==> src/pkg/meox_pkg.sv <==
package meox_pkg;

  localparam int          PC_W        = 11;
  localparam int          DATA_W      = 8;
  localparam int          FREG_W      = 7;
  localparam int          CP_W        = 4;
  localparam int          SP_W        = 3;
  localparam int          STACK_DEPTH = 8;

  localparam logic [10:0] RESET_PC    = 11'h000;
  localparam logic [10:0] SWI_VECTOR  = 11'h001;
  localparam logic [7:0]  RESET_ACC   = 8'h00;
  localparam logic [2:0]  RESET_SP    = 3'h0;
  localparam logic [3:0]  CP_LOW      = 4'h5;
  localparam logic [3:0]  CP_HIGH     = 4'hf;

  typedef enum logic [3:0] {
    OR_IMMEDIATE_OP       = 4'h0,
    OR_FILE_REG_OP        = 4'h1,
    STORE_CTRL_PAGE_OP    = 4'h2,
    LOAD_CTRL_PAGE_OP     = 4'h3,
    LONG_BRANCH_OP        = 4'h4,
    LONG_CALL_OP          = 4'h5,
    ACC_TO_FILE_REG_OP    = 4'h6,
    RETURN_IRQ_ENABLE_OP  = 4'h7,
    SOFT_IRQ_OP           = 4'h8
  } meox_op_type;

  // one-hot: three-cycle ops pass through cyc3 then cyc2
  typedef enum logic [2:0] {
    ST_READY = 3'b001,
    ST_CYC2  = 3'b010,
    ST_CYC3  = 3'b100
  } meox_state_type;

  typedef struct packed {
    meox_op_type  op;
    logic [7:0]   literal;
    logic [10:0]  target;
    logic [6:0]   freg;
    logic         dest;
    logic [3:0]   cp_sel;
  } meox_instr_type;

  typedef struct packed {
    logic         we;
    logic [6:0]   addr;
    logic [7:0]   data;
  } meox_freg_wr_type;

  typedef struct packed {
    logic         we;
    logic [3:0]   addr;
    logic [7:0]   data;
  } meox_cp_wr_type;

endpackage

==> src/core/meox_exec_core.sv <==
`timescale 1ns/10ps
// What this block does
// - software interrupt pushes next address, jumps to 0x001, takes 3 cycles
// - or-immediate ors accumulator with literal, updates zero flag, one cycle
// - or-file-register result goes to accumulator (d=0) or register (d=1)
// - store-control-page copies accumulator into control register 5..15, one cycle
// - load-control-page copies control register 5..15 into accumulator, one cycle
// - long branch loads 11-bit target, stack untouched, two cycles
// - long call pushes own address plus one, loads target, two cycles
// - accumulator-to-file-register writes register, no flag change, one cycle
// - return-from-interrupt pops stack into pc, sets irq enable, two cycles
module meox_exec_core
  import meox_pkg::*;
(
  input  wire logic             clk_i,
  input  wire logic             rst_i,
  input  wire logic             instr_valid_i,
  input  wire meox_instr_type   instr_i,
  input  wire logic [7:0]       freg_rdata_i,
  input  wire logic [7:0]       cp_rdata_i,
  output logic                  ready_o,
  output logic                  done_o,
  output logic [10:0]           pc_o,
  output logic [7:0]            acc_o,
  output logic                  zero_o,
  output logic                  gie_o,
  output logic [2:0]            sp_o,
  output meox_freg_wr_type      freg_wr_o,
  output meox_cp_wr_type        cp_wr_o
);

  function automatic logic cp_in_range(input logic [3:0] sel);
    cp_in_range = (sel >= CP_LOW) && (sel <= CP_HIGH);
  endfunction

  meox_state_type   state;
  meox_state_type   next_state;
  logic [10:0]      next_pc;
  logic [7:0]       next_acc;
  logic             next_zero;
  logic             next_gie;
  logic [2:0]       next_sp;
  logic             next_ready;
  logic             next_done;
  meox_freg_wr_type next_freg_wr;
  meox_cp_wr_type   next_cp_wr;
  logic             push_en;
  logic [10:0]      push_data;
  logic [10:0]      stack [STACK_DEPTH];
  logic [10:0]      top_of_stack;
  logic             accept;
  logic [7:0]       or_result;

  assign accept       = instr_valid_i && (state == ST_READY);
  assign top_of_stack = stack[sp_o - 3'h1];

  always_comb begin
    next_state   = state;
    next_pc      = pc_o;
    next_acc     = acc_o;
    next_zero    = zero_o;
    next_gie     = gie_o;
    next_sp      = sp_o;
    next_done    = 1'b0;
    next_freg_wr = '0;
    next_cp_wr   = '0;
    push_en      = 1'b0;
    push_data    = pc_o + 11'h001;
    or_result    = 8'h00;
    unique case (state)
      ST_READY: begin
        if (instr_valid_i) begin
          next_pc   = pc_o + 11'h001;
          next_done = 1'b1;
          unique case (instr_i.op)
            OR_IMMEDIATE_OP: begin
              or_result = acc_o | instr_i.literal;
              next_acc  = or_result;
              next_zero = (or_result == 8'h00);
            end
            OR_FILE_REG_OP: begin
              or_result = acc_o | freg_rdata_i;
              if (instr_i.dest) begin
                next_freg_wr = '{we: 1'b1, addr: instr_i.freg, data: or_result};
              end else begin
                next_acc = or_result;
              end
            end
            STORE_CTRL_PAGE_OP: begin
              // selectors outside 5..15 are dropped rather than aliased
              if (cp_in_range(instr_i.cp_sel)) begin
                next_cp_wr = '{we: 1'b1, addr: instr_i.cp_sel, data: acc_o};
              end
            end
            LOAD_CTRL_PAGE_OP: begin
              if (cp_in_range(instr_i.cp_sel)) begin
                next_acc = cp_rdata_i;
              end
            end
            LONG_BRANCH_OP: begin
              next_pc    = instr_i.target;
              next_done  = 1'b0;
              next_state = ST_CYC2;
            end
            LONG_CALL_OP: begin
              push_en    = 1'b1;
              next_sp    = sp_o + 3'h1;
              next_pc    = instr_i.target;
              next_done  = 1'b0;
              next_state = ST_CYC2;
            end
            ACC_TO_FILE_REG_OP: begin
              next_freg_wr = '{we: 1'b1, addr: instr_i.freg, data: acc_o};
            end
            RETURN_IRQ_ENABLE_OP: begin
              next_pc    = top_of_stack;
              next_sp    = sp_o - 3'h1;
              next_gie   = 1'b1;
              next_done  = 1'b0;
              next_state = ST_CYC2;
            end
            SOFT_IRQ_OP: begin
              push_en    = 1'b1;
              next_sp    = sp_o + 3'h1;
              next_pc    = SWI_VECTOR;
              next_done  = 1'b0;
              next_state = ST_CYC3;
            end
            default: begin
              next_pc   = pc_o;
              next_done = 1'b0;
            end
          endcase
        end
      end
      ST_CYC3: begin
        next_state = ST_CYC2;
      end
      ST_CYC2: begin
        next_state = ST_READY;
        next_done  = 1'b1;
      end
    endcase
    next_ready = (next_state == ST_READY);
  end

  always_ff @(posedge clk_i or posedge rst_i) begin
    if (rst_i) begin
      state     <= ST_READY;
      pc_o      <= RESET_PC;
      acc_o     <= RESET_ACC;
      zero_o    <= 1'b0;
      gie_o     <= 1'b0;
      sp_o      <= RESET_SP;
      ready_o   <= 1'b1;
      done_o    <= 1'b0;
      freg_wr_o <= '0;
      cp_wr_o   <= '0;
    end else begin
      state     <= next_state;
      pc_o      <= next_pc;
      acc_o     <= next_acc;
      zero_o    <= next_zero;
      gie_o     <= next_gie;
      sp_o      <= next_sp;
      ready_o   <= next_ready;
      done_o    <= next_done;
      freg_wr_o <= next_freg_wr;
      cp_wr_o   <= next_cp_wr;
    end
  end

  // stack is storage only, no reset needed; overflow wraps silently
  always_ff @(posedge clk_i) begin
    if (push_en) begin
      stack[sp_o] <= push_data;
    end
  end
endmodule

==> config.mk <==
export PLATFORM = sky130hd
export DESIGN_NAME = meox_exec_core
export DESIGN_NICKNAME = d
export VERILOG_FILES = /design/src/pkg/meox_pkg.sv /design/src/core/meox_exec_core.sv
export SDC_FILE = /design/constraint.sdc
export NUM_CORES = 1
export LEC_CHECK = 0
export ABC_AREA = 1
export BUFFER_PORTS_ARGS = -buffer_cell sky130_fd_sc_hd__buf_2
export CORE_ASPECT_RATIO = 1.2
export CORE_MARGIN = 4
export CORE_UTILIZATION = 45
export CTS_CLUSTER_SIZE = 28
export DETAILED_ROUTE_END_ITERATION = 12
export GPL_TIMING_DRIVEN = 0
export PLACE_DENSITY = 0.68
export SYNTH_ARGS = -nofsm -noshare
export SYNTH_HDL_FRONTEND = slang
export SYNTH_SLANG_ARGS = --single-unit
==> constraint.sdc <==
create_clock -name clk_i -period 5.67 [get_ports clk_i]
set_input_delay 0.567 -clock clk_i [delete_from_list [all_inputs] [get_ports clk_i]]
set_output_delay 0.567 -clock clk_i [all_outputs]
set_load 0.005 [all_outputs]
==> impl_metrics.csv <==
group,metric,value,unit
setup_path,start_kind,"flip-flop",
power,ir_drop,235,uV
clock_tree,cts.clk_slew.worst_paths,0.06,ns
setup_path,crit_path_max_fanout,10,
logic_synthesis,synthXorXnorAreaFrac,0.00653,
place,routabilityCongestion,0.913,
logic_synthesis,synth-compound-area-share,0.0578,
setup_path,crit_slowest_cell,"dfrtp_1",
logic_synthesis,syn_area,0.00671,sq mm
final_layout,seqCellArea,0.00410,sq mm
logic_synthesis,postSynth.asyncResetShare,0.397,
clock_tree,post-cts-setup-buffers,0,
place,dp_hpwl,13100,um
logic_synthesis,synth.net_count,780,
place,dpl_worst_slack,2.79,ns
sta,max_slew.worst_pin.slew,0.754,ns
final_layout,multi_input_area,0.00224,sq mm
power,finalPower,3990,uW
logic_synthesis,synth-seq-cells,146,
floorplan,io-pin-count,109,
floorplan,coreArea,0.0145,sq mm
clock_tree,cts_hold_buf,0,
final_layout,fin_nets,915,
routing,drt-pass1-iter-count,5,
place,io_buffers,107,
final_layout,drive_gt1_frac,0.220,
global_route,grt_pass1_wl,28400,um
clock_tree,cts_resized,0,
global_route,gr-total-overflow,0,
global_route,grt_max_degree,32,
clock_tree,clockRootBuffer,"clkbuf_16",
logic_synthesis,synth_edf_count,88,
worst_hold_path,hold_path_class,"in -> async",
power,leakage,0.00385,uW
routing,wirelength,18000,um
setup_path,critPathMaxStageDelay,0.44,ns
setup_path,path_common_cell,"nand3_1",
logic_synthesis,synth-seq-area-share,0.610,
logic_synthesis,yosys-top-cells-area,"edfxtp_1 (39%), dfrtp_1 (21%), nand2_1 (10%)",
final_layout,n_fill_cell,1294,
logic_synthesis,postSynthAreaPerCell,9.28,sq um
sta,finalHoldViolCount,0,
final_layout,diodes,0,
sta,tns,0,ns
sta,fin_crit,2.93,ns
sta,rsz0062_at_grt,"no",
logic_synthesis,synth_top_family_by_area,"simple AND/OR/NAND/NOR gates",
logic_synthesis,synth_simple_gate_area_frac,0.258,
floorplan,die_y,142,um
sta,fin_ws,2.74,ns
routing,drtIter0Drc,414,
sta,skew,0.00705,ns
logic_synthesis,synth.most_common_cell,"nand2_1",
global_route,antenna_found_initial,1,
setup_path,cp.arrival,3.24,ns
outcome,status,"finished, final reports clean",
sta,fmax,0.341,GHz
clock_tree,cts_sinks,146,
sta,slew_violations,0,
clock_tree,clk-insertion-delay-late,0.42,ns
floorplan,die-area,0.0169,sq mm
logic_synthesis,synth_adder_area_share,0.00559,
routing,viasPerCell,5.10,
final_layout,syn_to_final_growth,23.0,%
global_route,grt_pass1_vias,5507,
clock_tree,htreeDepth,4,
setup_path,cp-end-kind,"flip-flop",
clock_tree,numCtsBuffers,17,
logic_synthesis,synthTopCellsByCount,"nand2_1 (185), nor2_1 (91), edfxtp_1 (88), nand3_1 (81), inv_1 (75)",
logic_synthesis,synth_ff_type,"edfxtp_1",
routing,vias,5462,
routing,drc,0,
setup_path,crit_required,5.98,ns
clock_tree,clockBufferDepth,2,
logic_synthesis,syn_inst,723,
logic_synthesis,yosysUniqueCellTypes,36,
logic_synthesis,yosys.area.top_type,"edfxtp_1",
sta,setup_viol,0,
setup_path,critical_path.cell_chain,"inv_2 > clkbuf_1 > ha_1 > buf_2 > clkinv_1 > buf_2 > nand3_1 > nand3_1 > nand3_1 > nand3_1 > nand2_1 > nand2_1",
setup_path,critPathKind,"reg -> reg",
routing,post_drt_wl_per_cell,16.8,um
sta,fin_crit_sh,0.516,
final_layout,fin_util,0.568,
run,maxCapViolCount,0,
global_route,grt.total_usage,0.219,
logic_synthesis,synth_mux_area_frac,0,
floorplan,die_x,119,um
power,power_density,484,mW/mm^2
clock_tree,cts_tree,"built",
logic_synthesis,yosysWarnings,0,
floorplan,start_util,0.462,
logic_synthesis,synth_top_cell_area_share,0.394,
routing,antenna_left,0,
sta,slew_headroom,0.494,
floorplan,rows,48,
-- critical path: cells and delay by family (launching register included) --
kind                       cells  cell delay (ns)
DFF                            1             0.44
and+or+nand+nor                6             0.57
buffers and inverters          5             1.59
adders and majority gates      1             0.23
-- routing by layer --
layer  up-vias  global-route usage  routed length (um)
li1       2645                   -                   -
met1      2547               0.249                6730
met2       226               0.390                9260
met3        42              0.0602                1550
met4         2              0.0875                 473
met5         -                   0                  12
-- cells by family after synthesis --
| logic type | after synthesis |
|---|---|
| flip-flops | 146 |
| AND/OR/NAND/NOR | 397 |
| adder cells (fa/ha/maj) | 3 |
| XOR/XNOR | 5 |
| buffers and inverters | 101 |
| AO/OA/AOI/OAI | 71 |
-- sequential cells by signal (all words and copies together), names as in the netlist, 3 cells and up --
| signal | cells |
|---|---|
| sp_o | 3 |
| freg_wr_o | 16 |
| cp_wr_o | 13 |
| stack | 88 |
| pc_o | 11 |
| acc_o | 8 |
| state | 3 |
-- metrics by stage --
stage	std cells	hold WS (ns)	area [sq um]
after floorplan	723	0.458	6710
after global placement	1030	0.445	7500
after detailed placement	1039	0.454	7650
after CTS	1071	0.264	8250
after global routing	1071	0.286	8250
final	1071	0.239	8250
-- area by class of cell --
cell class | count | area share
Sequential cell | 146 | 0.497
Multi-Input combinational cell | 476 | 0.272
Timing Repair Buffer | 116 | 0.0783
Clock buffer | 17 | 0.0516
Inverter | 80 | 0.0364
Tap cell | 200 | 0.0303
Clock inverter | 15 | 0.0217
Buffer | 21 | 0.0135
-- where the power goes --
part	switching [uW]	total, uW	leakage, uW	internal, uW
clock	453	1150	0.000291	695
combinational	903	1330	0.00200	430
sequential	165	1510	0.00156	1340
total	1520	3990	0.00385	2470
-- placed cells by master (no fill, tap or decap), types with 3 or more instances in the layout --
master	count
clkinv_1	4
nand2_1	185
inv_6	4
edfxtp_1	88
nand2_2	3
nor3_2	9
o21ai_0	47
nand4_1	4
nor3_4	3
clkbuf_1	5
buf_2	118
ha_1	3
and2_1	5
inv_1	74
nor2_1	91
dfrtp_1	56
bufinv_16	3
or2_2	4
clkinv_4	4
buf_6	10
xor2_1	4
nand3_1	81
clkbuf_16	17
a21oi_1	16
inv_2	5
nor3_1	5
-- path summary, 6_finish.rpt --
kind | endpoint | from | cells past startpoint | slack (ns)
max in group asynchronous | ready_o | rst_i | 3 | 4.76
min | freg_wr_o[6] | rst_i | 2 | 0.24
max reg2reg | pc_o[10] | sp_o[0] | 12 | 2.74
max | pc_o[10] | sp_o[0] | 12 | 2.74
min reg2reg | gie_o | gie_o | 2 | 0.46
min in group clk_i | freg_wr_o[13] | instr_i[10] | 3 | 0.35
Note: power is estimated with default switching activity, not from simulation.
